<file path="src/hw/ddrcb_pkg.sv">
package ddrcb_pkg;

   localparam int NUM_BANKS  = 8;
   localparam int BANK_W     = 3;
   localparam int ROW_W      = 13;
   localparam int COL_W      = 10;
   localparam int AP_BIT     = 10;
   localparam int AL_MAX     = 6;
   localparam int AL_W       = 3;
   localparam int CNT_W      = 5;

   // Clock and timing
   localparam int CLK_PERIOD_NS = 40;
   localparam int T_RFC_NS      = 128;
   localparam int T_RFC_CYC     = (T_RFC_NS + CLK_PERIOD_NS - 1) / CLK_PERIOD_NS;
   localparam int T_WR_NS       = 15;
   localparam int T_WR_CYC      = (T_WR_NS + CLK_PERIOD_NS - 1) / CLK_PERIOD_NS;

   // Reset values
   localparam logic [NUM_BANKS-1:0] BANKS_RST = 8'h00;
   localparam logic [ROW_W-1:0]     ROW_RST   = 13'h0000;

   typedef enum logic [2:0] {
      DDRCB_CMD_NOP,
      DDRCB_CMD_ACT,
      DDRCB_CMD_RD,
      DDRCB_CMD_WR,
      DDRCB_CMD_PRE,
      DDRCB_CMD_REF,
      DDRCB_CMD_SRE,
      DDRCB_CMD_OTHER
   } ddrcb_cmd_t;

   typedef enum logic [1:0] {
      DDRCB_ST_NORMAL,
      DDRCB_ST_SELF_REF,
      DDRCB_ST_REF_BUSY
   } ddrcb_state_t;

   // Command pins as sampled, active-low strobes
   typedef struct packed {
      logic              cke;
      logic              cs_n;
      logic              ras_n;
      logic              cas_n;
      logic              we_n;
      logic [BANK_W-1:0] ba;
      logic [ROW_W-1:0]  addr;
   } ddrcb_pins_t;

   // Internally issued column access
   typedef struct packed {
      logic              valid;
      logic              write;
      logic              auto_pre;
      logic [BANK_W-1:0] bank;
      logic [COL_W-1:0]  col;
   } ddrcb_col_t;

endpackage

</file>
<file path="src/hw/ddrcb_core.sv">
// Function
// - Activate decodes CS,RAS low, CAS,WE high; bank and row captured.
// - Read or write accepted the cycle right after its bank's activate.
// - Additive latency 0 to 6 delays column commands to meet tRCD.
// - Read decodes CS,CAS low, RAS,WE high; burst read at column A0-A9.
// - Write decodes CS,CAS,WE low, RAS high; burst write at column A0-A9.
// - A10 high on read or write selects auto-precharge after burst.
// - Read auto-precharge starts AL plus BL/2 cycles after command.
// - Write auto-precharge starts after burst end plus write recovery.
// - Precharge all decodes CS,RAS,WE low, CAS high, A10 high; closes all.
// - Self-refresh entry on refresh code with CKE low; DLL off, inputs ignored.
// - Refresh decodes CS,RAS,CAS low, WE,CKE high; banks left idle.
// - CS low with RAS, CAS, WE high does nothing, like deselect.
// - CS high ignores RAS, CAS, WE and address inputs.
module ddrcb_core
   import ddrcb_pkg::*;
(
   // Clock and reset
   input  wire logic                          mclk,
   input  wire logic                          reset,
   // Command pins from the controller
   input  wire ddrcb_pkg::ddrcb_pins_t        pins_in,
   // Mode settings
   input  wire logic [ddrcb_pkg::AL_W-1:0]    add_lat,
   input  wire logic                          burst_len8,
   // Internal column access and bank state
   output ddrcb_pkg::ddrcb_col_t              col_issue,
   output logic [ddrcb_pkg::NUM_BANKS-1:0]    bank_active,
   output logic [ddrcb_pkg::ROW_W-1:0]        open_row [ddrcb_pkg::NUM_BANKS],
   // Power state, refresh status and command error
   output logic                               self_refresh,
   output logic                               dll_on,
   output logic                               refresh_busy,
   output logic [ddrcb_pkg::ROW_W-1:0]        refresh_row,
   output logic                               cmd_error
);
   import ddrcb_pkg::*;

   ////////////////////////////////////////////////////////////////////////////
   // Input synchroniser
   ddrcb_pins_t pins_s1_reg;
   ddrcb_pins_t pins_reg;

   always_ff @(posedge mclk or posedge reset)
   begin
      if (reset)
      begin
         pins_s1_reg <= '{cke: 1'b0, cs_n: 1'b1, ras_n: 1'b1, cas_n: 1'b1, we_n: 1'b1,
                          ba: '0, addr: '0};
         pins_reg    <= '{cke: 1'b0, cs_n: 1'b1, ras_n: 1'b1, cas_n: 1'b1, we_n: 1'b1,
                          ba: '0, addr: '0};
      end
      else
      begin
         pins_s1_reg <= pins_in;
         pins_reg    <= pins_s1_reg;
      end
   end

   ////////////////////////////////////////////////////////////////////////////
   // Command decode
   ddrcb_cmd_t cmd;
   logic       cke_prev_reg;

   always_comb
   begin
      cmd = DDRCB_CMD_NOP;
      if (!pins_reg.cs_n)
      begin
         unique case ({pins_reg.ras_n, pins_reg.cas_n, pins_reg.we_n})
            3'b011:  cmd = DDRCB_CMD_ACT;
            3'b101:  cmd = DDRCB_CMD_RD;
            3'b100:  cmd = DDRCB_CMD_WR;
            3'b010:  cmd = pins_reg.addr[AP_BIT] ? DDRCB_CMD_PRE
                                                 : DDRCB_CMD_OTHER;
            3'b001:  cmd = pins_reg.cke ? DDRCB_CMD_REF
                         : (cke_prev_reg ? DDRCB_CMD_SRE : DDRCB_CMD_NOP);
            3'b111:  cmd = DDRCB_CMD_NOP;
            default: cmd = DDRCB_CMD_OTHER;
         endcase
      end
   end

   ////////////////////////////////////////////////////////////////////////////
   // Power state machine
   ddrcb_state_t          state_reg, state_next;
   logic [CNT_W-1:0]      rfc_cnt_reg, rfc_cnt_next;
   logic [ROW_W-1:0]      ref_row_reg, ref_row_next;
   logic                  accept;

   assign accept = (state_reg != DDRCB_ST_SELF_REF);

   always_comb
   begin
      state_next   = state_reg;
      rfc_cnt_next = rfc_cnt_reg;
      ref_row_next = ref_row_reg;
      unique case (state_reg)
         DDRCB_ST_NORMAL:
         begin
            if (cmd == DDRCB_CMD_REF)
            begin
               state_next   = DDRCB_ST_REF_BUSY;
               rfc_cnt_next = CNT_W'(T_RFC_CYC - 1);
               ref_row_next = ref_row_reg + 13'h0001;
            end
            else if (cmd == DDRCB_CMD_SRE)
               state_next = DDRCB_ST_SELF_REF;
         end
         DDRCB_ST_REF_BUSY:
         begin
            if (rfc_cnt_reg != '0)
               rfc_cnt_next = rfc_cnt_reg - 5'h01;
            else if (cmd == DDRCB_CMD_REF)
            begin
               // Refresh exactly one tRFC after the last one restarts the timer
               rfc_cnt_next = CNT_W'(T_RFC_CYC - 1);
               ref_row_next = ref_row_reg + 13'h0001;
            end
            else
               state_next = DDRCB_ST_NORMAL;
         end
         DDRCB_ST_SELF_REF:
         begin
            if (pins_reg.cke)
               state_next = DDRCB_ST_NORMAL;
         end
         default: state_next = DDRCB_ST_NORMAL;
      endcase
   end

   always_ff @(posedge mclk or posedge reset)
   begin
      if (reset)
      begin
         state_reg    <= DDRCB_ST_NORMAL;
         rfc_cnt_reg  <= '0;
         ref_row_reg  <= ROW_RST;
         cke_prev_reg <= 1'b0;
      end
      else
      begin
         state_reg    <= state_next;
         rfc_cnt_reg  <= rfc_cnt_next;
         ref_row_reg  <= ref_row_next;
         cke_prev_reg <= pins_reg.cke;
      end
   end

   ////////////////////////////////////////////////////////////////////////////
   // Additive latency delay line
   ddrcb_col_t al_pipe_reg [AL_MAX+1];
   ddrcb_col_t al_pipe_next [AL_MAX+1];
   ddrcb_col_t col_new;

   always_comb
   begin
      col_new          = '0;
      col_new.valid    = accept && (cmd == DDRCB_CMD_RD || cmd == DDRCB_CMD_WR);
      col_new.write    = (cmd == DDRCB_CMD_WR);
      col_new.auto_pre = pins_reg.addr[AP_BIT];
      col_new.bank     = pins_reg.ba;
      col_new.col      = pins_reg.addr[COL_W-1:0];
   end

   // Stage k holds a command that issues after k more cycles
   generate
      for (genvar k = 0; k <= AL_MAX; k++)
      begin : g_al
         always_comb
         begin
            al_pipe_next[k] = (k < AL_MAX) ? al_pipe_reg[(k < AL_MAX) ? k + 1 : k]
                                           : ddrcb_col_t'('0);
            if (col_new.valid && add_lat == AL_W'(k))
               al_pipe_next[k] = col_new;
         end
         always_ff @(posedge mclk or posedge reset)
         begin
            if (reset)
               al_pipe_reg[k] <= '0;
            else
               al_pipe_reg[k] <= al_pipe_next[k];
         end
      end
   endgenerate

   ////////////////////////////////////////////////////////////////////////////
   // Per-bank state and auto-precharge timers
   logic [NUM_BANKS-1:0] act_reg, act_next;
   logic [ROW_W-1:0]     row_reg [NUM_BANKS];
   logic [ROW_W-1:0]     row_next [NUM_BANKS];
   logic [CNT_W-1:0]     ap_cnt_reg [NUM_BANKS];
   logic [CNT_W-1:0]     ap_cnt_next [NUM_BANKS];
   logic [NUM_BANKS-1:0] ap_pend_reg, ap_pend_next;
   logic [CNT_W-1:0]     ap_delay;

   // Read: AL + BL/2 counted from command; here counted from internal issue
   always_comb
   begin
      if (al_pipe_next[0].write)
         ap_delay = CNT_W'(int'(add_lat) + (burst_len8 ? 4 : 2) - 1 + T_WR_CYC);
      else
         ap_delay = CNT_W'(burst_len8 ? 4 : 2);
   end

   generate
      for (genvar b = 0; b < NUM_BANKS; b++)
      begin : g_bank
         always_comb
         begin
            act_next[b]     = act_reg[b];
            row_next[b]     = row_reg[b];
            ap_cnt_next[b]  = ap_cnt_reg[b];
            ap_pend_next[b] = ap_pend_reg[b];
            if (ap_pend_reg[b])
            begin
               if (ap_cnt_reg[b] <= 5'h01)
               begin
                  ap_pend_next[b] = 1'b0;
                  act_next[b]     = 1'b0;
               end
               else
                  ap_cnt_next[b] = ap_cnt_reg[b] - 5'h01;
            end
            if (al_pipe_next[0].valid && al_pipe_next[0].auto_pre
                && al_pipe_next[0].bank == BANK_W'(b))
            begin
               ap_pend_next[b] = 1'b1;
               ap_cnt_next[b]  = ap_delay;
            end
            if (accept && cmd == DDRCB_CMD_ACT && pins_reg.ba == BANK_W'(b))
            begin
               act_next[b] = 1'b1;
               row_next[b] = pins_reg.addr;
            end
            if (accept && (cmd == DDRCB_CMD_PRE || cmd == DDRCB_CMD_REF))
            begin
               act_next[b]     = 1'b0;
               ap_pend_next[b] = 1'b0;
            end
         end
         always_ff @(posedge mclk or posedge reset)
         begin
            if (reset)
            begin
               act_reg[b]     <= BANKS_RST[b];
               row_reg[b]     <= ROW_RST;
               ap_cnt_reg[b]  <= '0;
               ap_pend_reg[b] <= 1'b0;
            end
            else
            begin
               act_reg[b]     <= act_next[b];
               row_reg[b]     <= row_next[b];
               ap_cnt_reg[b]  <= ap_cnt_next[b];
               ap_pend_reg[b] <= ap_pend_next[b];
            end
         end
      end
   endgenerate

   ////////////////////////////////////////////////////////////////////////////
   // Registered outputs
   logic err_next;

   // Column access to an idle bank, activate to an open bank, or activate or refresh inside tRFC flags an error
   always_comb
   begin
      err_next = 1'b0;
      if (accept && (cmd == DDRCB_CMD_RD || cmd == DDRCB_CMD_WR) && !act_reg[pins_reg.ba])
         err_next = 1'b1;
      if (accept && cmd == DDRCB_CMD_ACT && act_reg[pins_reg.ba])
         err_next = 1'b1;
      if (state_reg == DDRCB_ST_REF_BUSY && rfc_cnt_reg != '0
          && (cmd == DDRCB_CMD_ACT || cmd == DDRCB_CMD_REF))
         err_next = 1'b1;
   end

   always_ff @(posedge mclk or posedge reset)
   begin
      if (reset)
      begin
         col_issue    <= '0;
         self_refresh <= 1'b0;
         dll_on       <= 1'b1;
         refresh_busy <= 1'b0;
         refresh_row  <= ROW_RST;
         cmd_error    <= 1'b0;
      end
      else
      begin
         col_issue    <= al_pipe_reg[0];
         self_refresh <= (state_reg == DDRCB_ST_SELF_REF);
         dll_on       <= (state_reg != DDRCB_ST_SELF_REF);
         refresh_busy <= (state_reg == DDRCB_ST_REF_BUSY);
         refresh_row  <= ref_row_reg;
         cmd_error    <= err_next;
      end
   end

   assign bank_active = act_reg;
   assign open_row    = row_reg;

endmodule // ddrcb_core

</file>
<file path="config.mk">
export PLATFORM = sky130hd
export DESIGN_NAME = ddrcb_core
export DESIGN_NICKNAME = d
export VERILOG_FILES = /design/src/hw/ddrcb_pkg.sv /design/src/hw/ddrcb_core.sv
export SDC_FILE = /design/constraint.sdc
export NUM_CORES = 1
export LEC_CHECK = 0
export BUFFER_PORTS_ARGS = -buffer_cell sky130_fd_sc_hd__buf_2
export CAP_MARGIN = 20
export CORE_UTILIZATION = 30
export DETAILED_ROUTE_END_ITERATION = 12
export GPL_TIMING_DRIVEN = 1
export MAX_ROUTING_LAYER = met4
export PLACE_DENSITY = 0.44
export SYNTH_ARGS = -nofsm -noshare
export SYNTH_HDL_FRONTEND = slang
export SYNTH_SLANG_ARGS = --single-unit
</file>
<file path="constraint.sdc">
create_clock -name mclk -period 16.6 [get_ports mclk]
set_clock_uncertainty 0.05 [all_clocks]
set_input_delay 3.32 -clock mclk [delete_from_list [all_inputs] [get_ports mclk]]
set_output_delay 3.32 -clock mclk [all_outputs]
set_load 0.01 [all_outputs]
</file>
==> results of run 1 <==
==> metal layers <==
metal	up-vias	global-route usage, %	wire length (um)
li1	4478	-	-
met1	4937	21.9	18400
met2	212	24.1	18000
met3	77	3.32	1850
met4	0	6.41	1260
met5	-	-	0
==> cell usage in the layout (no fill, tap or decap), types with 11 or more instances in the layout <==
cell and n:
nor3_1 34, dfrtp_1 359, clkbuf_16 43, ha_1 19
nor4_1 12, mux2_2 182, nand2_1 108, nor2b_1 22
buf_2 171, buf_4 11, inv_1 25, o21ai_0 21
a211oi_1 11, clkbuf_8 11, xnor2_1 19, a21oi_1 31
and2_1 28, xor2_1 16, nor2_1 43, o21a_1 13
mux2i_1 38, nand3_1 14, nand2b_1 22
==> report_power, final <==
part / switching (mW) / internal, mW
Sequential: 0.0982 / 1.00
Combinational: 0.213 / 0.177
Clock: 0.379 / 0.541
Total: 0.691 / 1.72
==> stage by stage <==
step                      cells  util, %  power [mW]  hold WS (ns)
after global placement     1984     33.5        1.50         0.283
after floorplan            1182        -        1.37         0.281
final                      2060     36.3        2.41         0.295
after detailed placement   1984     33.5        1.51         0.285
after global routing       2060     36.3        2.55         0.301
after CTS                  2059     36.3        2.46         0.298
==> layout make-up <==
type / instances / share of cell area, %
well taps: 672 / 4.63
inverters: 26 / 0.579
diodes: 1 / 0.0138
flip-flops and latches: 368 / 50.8
clock buffers: 60 / 6.88
repair buffers: 183 / 5.28
multi-input cells: 735 / 31.1
clock inverters: 15 / 0.703
==> logic make-up after synthesis <==
logic type	share of synthesized area, %
adders and majority gates	1.70
DFF	60.7
muxes	16.4
and+or+nand+nor	11.2
buffers and inverters	2.26
AOI/OAI and AO/OA	5.77
xor gates and xnor gates	2.02
==> worst max-delay path, stage by stage <==
cell	delay [ns]
buf_2	0.15
nor3_1	0.25
o2111ai_2	0.40
nor2_4	0.49
buf_4	0.54
nor3b_1	0.11
a211oi_1	0.26
==> path summary, 6_finish.rpt <==
path                                                    to  slack, ns  cells after the start
worst max-delay path            ap_cnt_reg[32]$_DFFE_PP0P_      11.47                      7
worst min-delay path                pins_reg[17]$_DFF_PP1_       0.30                      0
worst max register to register    open_row[78]$_DFFE_PP0P_      13.33                      5
worst min register to register      pins_reg[17]$_DFF_PP1_       0.30                      0
max in group asynchronous       ap_cnt_reg[34]$_DFFE_PP0P_      12.27                      3
min in group asynchronous        al_pipe_reg[82]$_DFF_PP0_       2.83                      2
==> out/metrics.csv, run 1 <==
stage,metric,value,unit
sta,RSZ-0062 raised after global routing,no,
place,Place WS,10.92,ns
yosys,Most used DFF post-synth,dfrtp_1,
sta,final setup fails,0,
sta,setup TNS,0,ns
global_routing,global-route usage over all layers,16.3,%
cells_and_area,Area growth syn-to-layout,19.5,%
floorplan,chip height,227,um
power_and_ir_drop,Max VDD drop,0.0755,mV
clock_tree,root buf cell,clkbuf_16,
yosys,Synthesized Nets,1229,
sta,Tmin final,5.13,ns
routing,Total Wirelength,39500,um
routing,initial DRC count,420,
yosys,Synth Area per Inst,12.9,um2
yosys,top-count cell post-synth,dfrtp_1,
clock_tree,Sink Count,368,
yosys,Post-synth top cells,"dfrtp_1 (359), mux2_2 (182), nand2_1 (108)",
floorplan,Top Ports,172,
worst_setup_path,Crit Path Category,in2reg,
cells_and_area,ratio of cells with drive above 1 in the final layout,34.4,%
yosys,Synth Register Bits,368,
worst_setup_path,Worst Path Arrival,5.55,ns
global_routing,number of antenna violations at the first check in global routing,1,
worst_setup_path,RR Startpoint,pins_reg[16]$_DFF_PP1_,
clock_tree,TritonCTS clock tree,built,
sta,final hold viol count,0,
clock_tree,worst skew pair latency,0.57,ns
cells_and_area,# nets final,1403,
worst_setup_path,CP Capture Type,flip-flop,
min_path,path category of the worst min-delay check,reg2reg,
floorplan,Initial Utilization,30.4,%
yosys,synth top area cells,"dfrtp_1 (59%), mux2_2 (13%), nand2_1 (2.7%)",
yosys,Yosys top cell by area,dfrtp_1,
routing,Residual DRC,0,
worst_setup_path,Setup crit start,add_lat[1],
sta,slew of the pin with the lowest slew margin,1.10,ns
cells_and_area,area of the multi-input gates,5660,um2
place,number of buffers added on ports,171,
routing,first drt pass iteration count,5,
global_routing,global-route wire length before repair,61600,um
min_path,Hold Startpoint,pins_s1_reg[17]$_DFF_PP1_,
cells_and_area,Final Cell Area,18200,um2
routing,DR WL/cell,19.2,um
yosys,synthesized cell area,15200,um2
yosys,unique cell type count in the Yosys netlist,65,
sta,Max transition margin,26.2,%
yosys,"Seq/Total Area, Yosys",60.7,%
power_and_ir_drop,Cell Pwr Density,133,nW/um2
routing,post-route ant nets,0,
yosys,Syn Inst Count,1182,
cells_and_area,number of flip-flops in the largest register,112,
global_routing,pin count of the biggest net entering global routing,146,
routing,Via density,4.71,
global_routing,grt total ovfl,0,
clock_tree,H-tree depth,2,
yosys,Post-synth ARST share,100,%
worst_setup_path,CP startpoint kind,primary input,
clock_tree,post-CTS resize count,0,
clock_tree,hold bufs inserted after CTS,0,
floorplan,die width,227,um
sta,final max-slew violation count,0,
power_and_ir_drop,Lkg Pwr,9.03,nW
worst_setup_path,critical-path maximum fanout,47,
sta,Final period util,30.9,%
routing,vias,9704,
sta,f_max,195,MHz
yosys,share of the synthesized area in the top cell type,59.1,%
worst_setup_path,CP required,17.02,ns
floorplan,Std-Cell Rows,82,
cells_and_area,Sequential Area,9220,um2
status,run status,finished clean,
floorplan,Placeable Area,50100,um2
sta,fin worst setup slack,11.47,ns
clock_tree,clock tree buffer depth,3,
global_routing,number of global-route vias before repair,10100,
yosys,yosys warns,0,
cells_and_area,number of fillers in the final layout,4992,
run,number of max-cap violations,0,
place,placed wire-length estimate,25500,um
place,"Cell Area, Placed",16800,um2
floorplan,Die ar.,51600,um2
clock_tree,Worst-path clk slew,0.06,ns
yosys,number of enable flip-flop cells after synthesis,0,
clock_tree,cts bufs inserted,42,
place,routability cong.,0.782,
clock_tree,postcts setup bufs,0,
Note: power is estimated with default switching activity, not from simulation.
==> inputs of run 2 (changes only) <==
--- a/config.mk
+++ b/config.mk
@@ -11,7 +11,7 @@
 export DETAILED_ROUTE_END_ITERATION = 12
 export GPL_TIMING_DRIVEN = 1
 export MAX_ROUTING_LAYER = met4
-export PLACE_DENSITY = 0.44
+export PLACE_DENSITY = 0.45
 export SYNTH_ARGS = -nofsm -noshare
 export SYNTH_HDL_FRONTEND = slang
 export SYNTH_SLANG_ARGS = --single-unit
==> constraint.sdc (replaced) <==
create_clock -name mclk -period 4.5 [get_ports mclk]
set_clock_uncertainty 0.05 [all_clocks]
set_input_delay 0.9 -clock mclk [delete_from_list [all_inputs] [get_ports mclk]]
set_output_delay 0.9 -clock mclk [all_outputs]
set_load 0.01 [all_outputs]
==> out/metrics.csv, run 2 (synthesized netlist as in run 1, its figures left out) <==
stage,metric,value,unit,change
floorplan,chip height,227,um,unchanged
power_and_ir_drop,Seq pwr share,43.7,%,was 45.7%
sta,fin worst setup slack,1.47,ns,was 11.47 ns
clock_tree,clock tree buffer depth,3,,unchanged
sta,final max-slew violation count,0,,unchanged
sta,Final period util,67.3,%,
worst_setup_path,Worst R2R Path Depth,5,,unchanged
power_and_ir_drop,combinational power share,15.7,%,was 16.2%
routing,met3 wire length,1850,um,about the same
floorplan,Placeable Area,50100,um2,unchanged
routing,Total Wirelength,39300,um,was 39500 um
cells_and_area,most frequent cells in the layout,"dfrtp_1 (359), mux2_2 (182), buf_2 (171)",,unchanged
worst_setup_path,Worst Path Arrival,3.45,ns,was 5.55 ns
worst_setup_path,Crit Path Category,reg2reg,,was in2reg
min_path,path category of the worst min-delay check,reg2reg,,unchanged
power_and_ir_drop,Max VDD drop,0.266,mV,was 0.0755 mV
sta,f_max,330,MHz,
routing,top layer in use,met4,,unchanged
clock_tree,hold bufs inserted after CTS,0,,unchanged
floorplan,Initial Utilization,30.4,%,unchanged
worst_setup_path,CP required,4.92,ns,was 17.02 ns
status,run status,finished clean,,unchanged
routing,DR WL/cell,19.0,um,was 19.2 um
clock_tree,Worst-path clk slew,0.06,ns,about the same
place,placed wire-length estimate,25600,um,was 25500 um
routing,post-route ant nets,0,,unchanged
clock_tree,cts bufs inserted,43,,was 42
worst_setup_path,critical-path maximum fanout,14,,was 47
floorplan,die width,227,um,unchanged
worst_setup_path,Setup crit start,pins_reg[16]$_DFF_PP1_,,was add_lat[1]
clock_tree,TritonCTS clock tree,built,,unchanged
place,number of buffers added on ports,171,,unchanged
routing,initial DRC count,564,,was 420
floorplan,Std-Cell Rows,82,,unchanged
place,Place WS,1.25,ns,was 10.92 ns
routing,first drt pass iteration count,5,,unchanged
global_routing,grt total ovfl,0,,unchanged
sta,slew of the pin with the lowest slew margin,1.02,ns,was 1.10 ns
clock_tree,Sink Count,368,,unchanged
clock_tree,H-tree depth,2,,unchanged
global_routing,global-route usage over all layers,16.2,%,was 16.3%
sta,final hold viol count,0,,unchanged
run,number of max-cap violations,0,,unchanged
place,routability cong.,0.805,,was 0.782
worst_setup_path,CP startpoint kind,flip-flop,,was primary input
clock_tree,root buf cell,clkbuf_16,,unchanged
power_and_ir_drop,Lkg Pwr,9.15,nW,was 9.03 nW
cells_and_area,Area growth syn-to-layout,21.3,%,was 19.5%
worst_setup_path,RR Startpoint,pins_reg[16]$_DFF_PP1_,,unchanged
worst_setup_path,Reg2Reg Setup Slack,1.47,ns,was 13.33 ns
cells_and_area,# nets final,1409,,was 1403
global_routing,number of global-route vias before repair,10100,,about the same
floorplan,Top Ports,172,,unchanged
power_and_ir_drop,Cell Pwr Density,504,nW/um2,was 133 nW/um2
clock_tree,postcts setup bufs,0,,unchanged
sta,Tmin final,3.03,ns,
worst_setup_path,CP Capture Type,flip-flop,,unchanged
sta,RSZ-0062 raised after global routing,no,,unchanged
floorplan,Die ar.,51600,um2,unchanged
worst_setup_path,r2r endpoint,open_row[89]$_DFFE_PP0P_,,was open_row[78]$_DFFE_PP0P_
routing,WL met1,18400,um,about the same
global_routing,number of antenna violations at the first check in global routing,1,,unchanged
clock_tree,post-CTS resize count,0,,unchanged
cells_and_area,ratio of cells with drive above 1 in the final layout,35.0,%,was 34.4%
power_and_ir_drop,Final Power,9.30,mW,was 2.41 mW
clock_tree,worst skew pair latency,0.59,ns,was 0.57 ns
worst_setup_path,crit path to,open_row[89]$_DFFE_PP0P_,,was ap_cnt_reg[32]$_DFFE_PP0P_
sta,setup TNS,0,ns,unchanged
power_and_ir_drop,Sw Share,28.5,%,was 28.6%
power_and_ir_drop,Psw,2.65,mW,was 0.691 mW
routing,Residual DRC,0,,unchanged
global_routing,pin count of the biggest net entering global routing,118,,was 146
global_routing,global-route wire length before repair,61800,um,was 61600 um
sta,Max transition margin,31.6,%,was 26.2%
power_and_ir_drop,P_int,6.65,mW,was 1.72 mW
routing,Via density,4.69,,was 4.71
sta,final setup fails,0,,unchanged
cells_and_area,"commonest non-fill, non-tap cell in the layout",dfrtp_1,,unchanged
power_and_ir_drop,Clock Power Share,40.6,%,was 38.2%
routing,vias,9709,,was 9704
routing,met2 WL,18100,um,was 18000 um
cells_and_area,number of flip-flops in the largest register,112,,unchanged
run 2: final cells by class:
cell class              instances  area (um2)
well taps                     672         841
clock inverters                23         344
multi-input cells             735        5660
inverters                      26         101
repair buffers                188        1050
clock buffers                  57        1220
flip-flops and latches        368        9220
diodes                          2        5.00
fillers                      5003       31600
run 2: power by group through the flow:
stage	combinational [mW]	clock, mW	sequential (mW)
6_report	1.46	3.78	4.06
5_1_grt	1.65	4.03	4.12
4_1_cts	1.48	3.89	4.06
3_5_place_dp	1.47	0	4.12
3_3_place_gp	1.44	0	4.11
2_1_floorplan	0.972	0	4.09
run 2: worst min-delay path by stage:
stage	start	endpoint	slack, ns	cells past startpoint
detailed placement	al_pipe_reg[111]$_DFF_PP0_	col_issue[15]$_DFF_PP0_	0.28	0
CTS	al_pipe_reg[100]$_DFF_PP0_	col_issue[4]$_DFF_PP0_	0.29	0
global route	pins_s1_reg[8]$_DFF_PP0_	col_new[8]$_DFF_PP0_	0.30	0
floorplan	al_pipe_reg[96]$_DFF_PP0_	col_issue[0]$_DFF_PP0_	0.28	0
finish	al_pipe_reg[100]$_DFF_PP0_	col_issue[4]$_DFF_PP0_	0.29	0
global placement	pins_s1_reg[7]$_DFF_PP0_	col_new[7]$_DFF_PP0_	0.28	0
run 2: per-layer routing:
metal,vias up,track usage (%)
met5,-,-
met4,0,5.04
met3,65,3.05
met2,233,24.8
met1,4916,21.8
li1,4495,-
run 2: stage by stage:
step	instances	hold WS (ns)	area [um2]	util (%)
floorplan	1182	0.281	15200	-
global placement	1988	0.282	16900	33.7
finish	2071	0.293	18400	36.8
detailed placement	1988	0.285	16900	33.7
CTS	2068	0.295	18400	36.8
global route	2070	0.300	18400	36.8
run 2: critical path: stages, from the launching register on:
cell and delay, ns:
dfstp_2 0.65, nand2_1 0.17, nor3_1 0.51, nand2_1 0.29
nor3_4 0.83, mux2_2 0.42
==> inputs of run 3 (changes only) <==
--- a/config.mk
+++ b/config.mk
@@ -5,13 +5,14 @@
 export SDC_FILE = /design/constraint.sdc
 export NUM_CORES = 1
 export LEC_CHECK = 0
+export ABC_AREA = 1
 export BUFFER_PORTS_ARGS = -buffer_cell sky130_fd_sc_hd__buf_2
 export CAP_MARGIN = 20
 export CORE_UTILIZATION = 30
 export DETAILED_ROUTE_END_ITERATION = 12
 export GPL_TIMING_DRIVEN = 1
 export MAX_ROUTING_LAYER = met4
-export PLACE_DENSITY = 0.45
+export PLACE_DENSITY = 0.44
 export SYNTH_ARGS = -nofsm -noshare
 export SYNTH_HDL_FRONTEND = slang
 export SYNTH_SLANG_ARGS = --single-unit
==> constraint.sdc (replaced) <==
create_clock -name mclk -period 2.93 [get_ports mclk]
set_clock_uncertainty 0.05 [all_clocks]
set_input_delay 0.586 -clock mclk [delete_from_list [all_inputs] [get_ports mclk]]
set_output_delay 0.586 -clock mclk [all_outputs]
set_load 0.01 [all_outputs]
==> out/metrics.csv, run 3 <==
stage,metric,value,unit,change
routing,Residual DRC,4,,was 0
power_and_ir_drop,Seq pwr share,44.3,%,was 43.7%
cells_and_area,# nets final,1667,,was 1409
sta,final hold viol count,0,,unchanged
yosys,Yosys top cell by area,dfrtp_1,,unchanged
cells_and_area,number of flip-flops in the largest register,112,,unchanged
routing,first drt pass iteration count,11,,was 5
power_and_ir_drop,combinational power share,15.0,%,was 15.7%
cells_and_area,most frequent cells in the layout,"nand2_1 (378), dfrtp_1 (359), o21ai_0 (209)",,"was dfrtp_1 (359), mux2_2 (182), buf_2 (171)"
sta,final setup fails,0,,unchanged
yosys,"Seq/Total Area, Yosys",64.6,%,was 60.7%
global_routing,met2 GRT Util,26.3,%,was 24.8%
worst_setup_path,Worst Path Arrival,2.99,ns,was 3.45 ns
floorplan,Placeable Area,46800,um2,was 50100 um2
global_routing,global-route usage over all layers,16.8,%,was 16.2%
power_and_ir_drop,Clock Power Share,40.7,%,was 40.6%
cells_and_area,"commonest non-fill, non-tap cell in the layout",nand2_1,,was dfrtp_1
clock_tree,TritonCTS clock tree,built,,unchanged
run,number of max-cap violations,0,,unchanged
yosys,yosys warns,0,,unchanged
global_routing,number of antenna violations at the first check in global routing,0,,was 1
yosys,Syn Inst Count,1425,,was 1182
yosys,unique cell type count in the Yosys netlist,37,,was 65
floorplan,Die ar.,48500,um2,was 51600 um2
sta,f_max,380,MHz,was 330 MHz
yosys,Synthesized Nets,1472,,was 1229
power_and_ir_drop,P_int,10.0,mW,was 6.65 mW
clock_tree,root buf cell,clkbuf_16,,unchanged
clock_tree,Worst-path clk slew,0.06,ns,about the same
yosys,synthesized cell area,14300,um2,was 15200 um2
clock_tree,Sink Count,368,,unchanged
routing,post-route ant nets,0,,unchanged
cells_and_area,antenna diode count,0,,was 2
power_and_ir_drop,Cell Pwr Density,798,nW/um2,was 504 nW/um2
yosys,Synth Area per Inst,10.0,um2,was 12.9 um2
yosys,synth top area cells,"dfrtp_1 (63%), nand2_1 (9.9%), o21ai_0 (7.3%)",,"was dfrtp_1 (59%), mux2_2 (13%), nand2_1 (2.7%)"
place,Place WS,0.263,ns,was 1.25 ns
clock_tree,clock tree buffer depth,3,,unchanged
yosys,top-count cell post-synth,nand2_1,,was dfrtp_1
global_routing,grt total ovfl,0,,unchanged
yosys,Synth Register Bits,368,,unchanged
power_and_ir_drop,Psw,3.96,mW,was 2.65 mW
worst_setup_path,critical-path maximum fanout,7,,was 14
power_and_ir_drop,Max VDD drop,0.396,mV,was 0.266 mV
yosys,Post-synth ARST share,100,%,unchanged
cells_and_area,number of fillers in the final layout,4707,,was 5003
yosys,share of the synthesized area in the top cell type,62.9,%,was 59.1%
floorplan,Std-Cell Rows,79,,was 82
clock_tree,worst skew pair latency,0.58,ns,was 0.59 ns
sta,WHS,0.0592,ns,was 0.293 ns
power_and_ir_drop,Lkg Pwr,8.85,nW,was 9.15 nW
global_routing,global-route wire length before repair,60000,um,was 61800 um
floorplan,Top Ports,172,,unchanged
clock_tree,cts bufs inserted,43,,unchanged
place,number of buffers added on ports,171,,unchanged
global_routing,number of global-route vias before repair,10200,,was 10100
routing,DR WL/cell,16.7,um,was 19.0 um
place,placed wire-length estimate,25700,um,was 25600 um
place,routability cong.,0.786,,was 0.805
routing,vias,10200,,was 9709
routing,initial DRC count,643,,was 564
sta,Tmin final,2.63,ns,was 3.03 ns
global_routing,most used routing layer,met2,,unchanged
sta,RSZ-0062 raised after global routing,yes,,was no
global_routing,routing usage on met1,21.7,%,was 21.8%
routing,Via density,4.49,,was 4.69
floorplan,Initial Utilization,30.5,%,was 30.4%
status,violated checks,DRC,,
yosys,number of enable flip-flop cells after synthesis,0,,unchanged
cells_and_area,Area growth syn-to-layout,22.5,%,was 21.3%
floorplan,die width,220,um,was 227 um
worst_setup_path,CP required,3.29,ns,was 4.92 ns
cells_and_area,ratio of cells with drive above 1 in the final layout,20.5,%,was 35.0%
global_routing,met3 GRT Util,3.42,%,was 3.05%
clock_tree,hold bufs inserted after CTS,0,,unchanged
power_and_ir_drop,Sw Share,28.4,%,was 28.5%
sta,fin worst setup slack,0.299,ns,was 1.47 ns
sta,slew of the pin with the lowest slew margin,0.863,ns,was 1.02 ns
yosys,Most used DFF post-synth,dfrtp_1,,unchanged
global_routing,pin count of the biggest net entering global routing,116,,was 118
sta,final max-slew violation count,0,,unchanged
status,run status,finished with violations,,was finished clean
worst_setup_path,Crit Path Category,reg2reg,,unchanged
min_path,path category of the worst min-delay check,in2reg,,was reg2reg
yosys,Post-synth top cells,"nand2_1 (378), dfrtp_1 (359), o21ai_0 (209)",,"was dfrtp_1 (359), mux2_2 (182), nand2_1 (108)"
worst_setup_path,CP startpoint kind,flip-flop,,unchanged
sta,Max transition margin,42.4,%,was 31.6%
sta,Final period util,89.8,%,was 67.3%
clock_tree,H-tree depth,2,,unchanged
routing,Total Wirelength,37800,um,was 39300 um
floorplan,chip height,220,um,was 227 um
worst_setup_path,CP Capture Type,flip-flop,,unchanged
-- run 3: path summary, 6_finish.rpt --
kind                                            startpoint  depth (start not counted)  slack, ns                   endpoint
min in group asynchronous                            reset                          3       0.18  refresh_row[11]$_DFF_PP0_
worst max-delay path                pins_reg[17]$_DFF_PP1_                         14       0.30  al_pipe_reg[74]$_DFF_PP0_
worst min register to register  al_pipe_reg[104]$_DFF_PP0_                          0       0.30     col_issue[8]$_DFF_PP0_
worst min-delay path                           pins_in[14]                          1       0.06  pins_s1_reg[14]$_DFF_PP0_
worst max register to register      pins_reg[17]$_DFF_PP1_                         14       0.30  al_pipe_reg[74]$_DFF_PP0_
max in group asynchronous                            reset                          4       1.85  al_pipe_reg[82]$_DFF_PP0_
-- run 3: timing repair --
action | CTS | global route
endpoints found under the setup margin | 0 | 8
resized for setup | 0 | 3
buffers inserted | 0 | 3
-- run 3: area by class of cell --
cell class	count	area, um2	area share (%)
repair buffers	202	1130	6.44
flip-flops and latches	368	9220	52.7
inverters	109	417	2.38
multi-input cells	895	4440	25.4
clock buffers	60	1250	7.15
clock inverters	20	270	1.55
well taps	607	759	4.34
repair inverters	1	7.51	0.0429
-- run 3: layer usage --
metal	vias up	wire length (um)
met2	184	18100
met4	0	878
met3	55	1660
met5	-	0
li1	4974	-
met1	4949	17200
-- run 3: cell families after synthesis --
family                   share of synthesized area, %
AND/OR/NAND/NOR                                  17.8
AO/OA/AOI/OAI                                    8.84
adder cells (fa/ha/maj)                          1.81
flip-flops                                       64.6
XOR/XNOR                                         2.58
buffers and inverters                            4.36
-- run 3: power by group through the flow --
stage	sequential (mW)	combinational (mW)	clock [mW]
floorplan	6.29	1.33	0
global placement	6.26	2.11	0
detailed placement	6.26	2.12	0
CTS	6.19	2.13	5.86
global route	6.27	2.44	6.06
finish	6.18	2.09	5.68
-- run 3: stage by stage --
step           power (mW)  TNS, ns  util (%)  area (um2)  instances
2_1_floorplan        7.62  -958.22         -       14300       1425
4_1_cts              14.2        0      37.3       17500       2258
3_5_place_dp         8.39        0      34.1       15900       2178
3_3_place_gp         8.37        0      34.1       15900       2178
5_1_grt              14.8  -0.0549      37.4       17500       2262
6_report             14.0        0      37.4       17500       2262
-- run 3: worst max-delay path: stages, from the launching register on --
cell and delay [ns]:
dfstp_2 0.55, inv_2 0.06, nand2_1 0.07, nand3_1 0.10, nand2_1 0.12, nor2_1 0.07
nor2_2 0.21, nand2_1 0.26, inv_2 0.11, nand2_1 0.08, nor2_2 0.28, clkinvlp_4 0.16
buf_4 0.17, nand2_1 0.07, o21ai_0 0.10
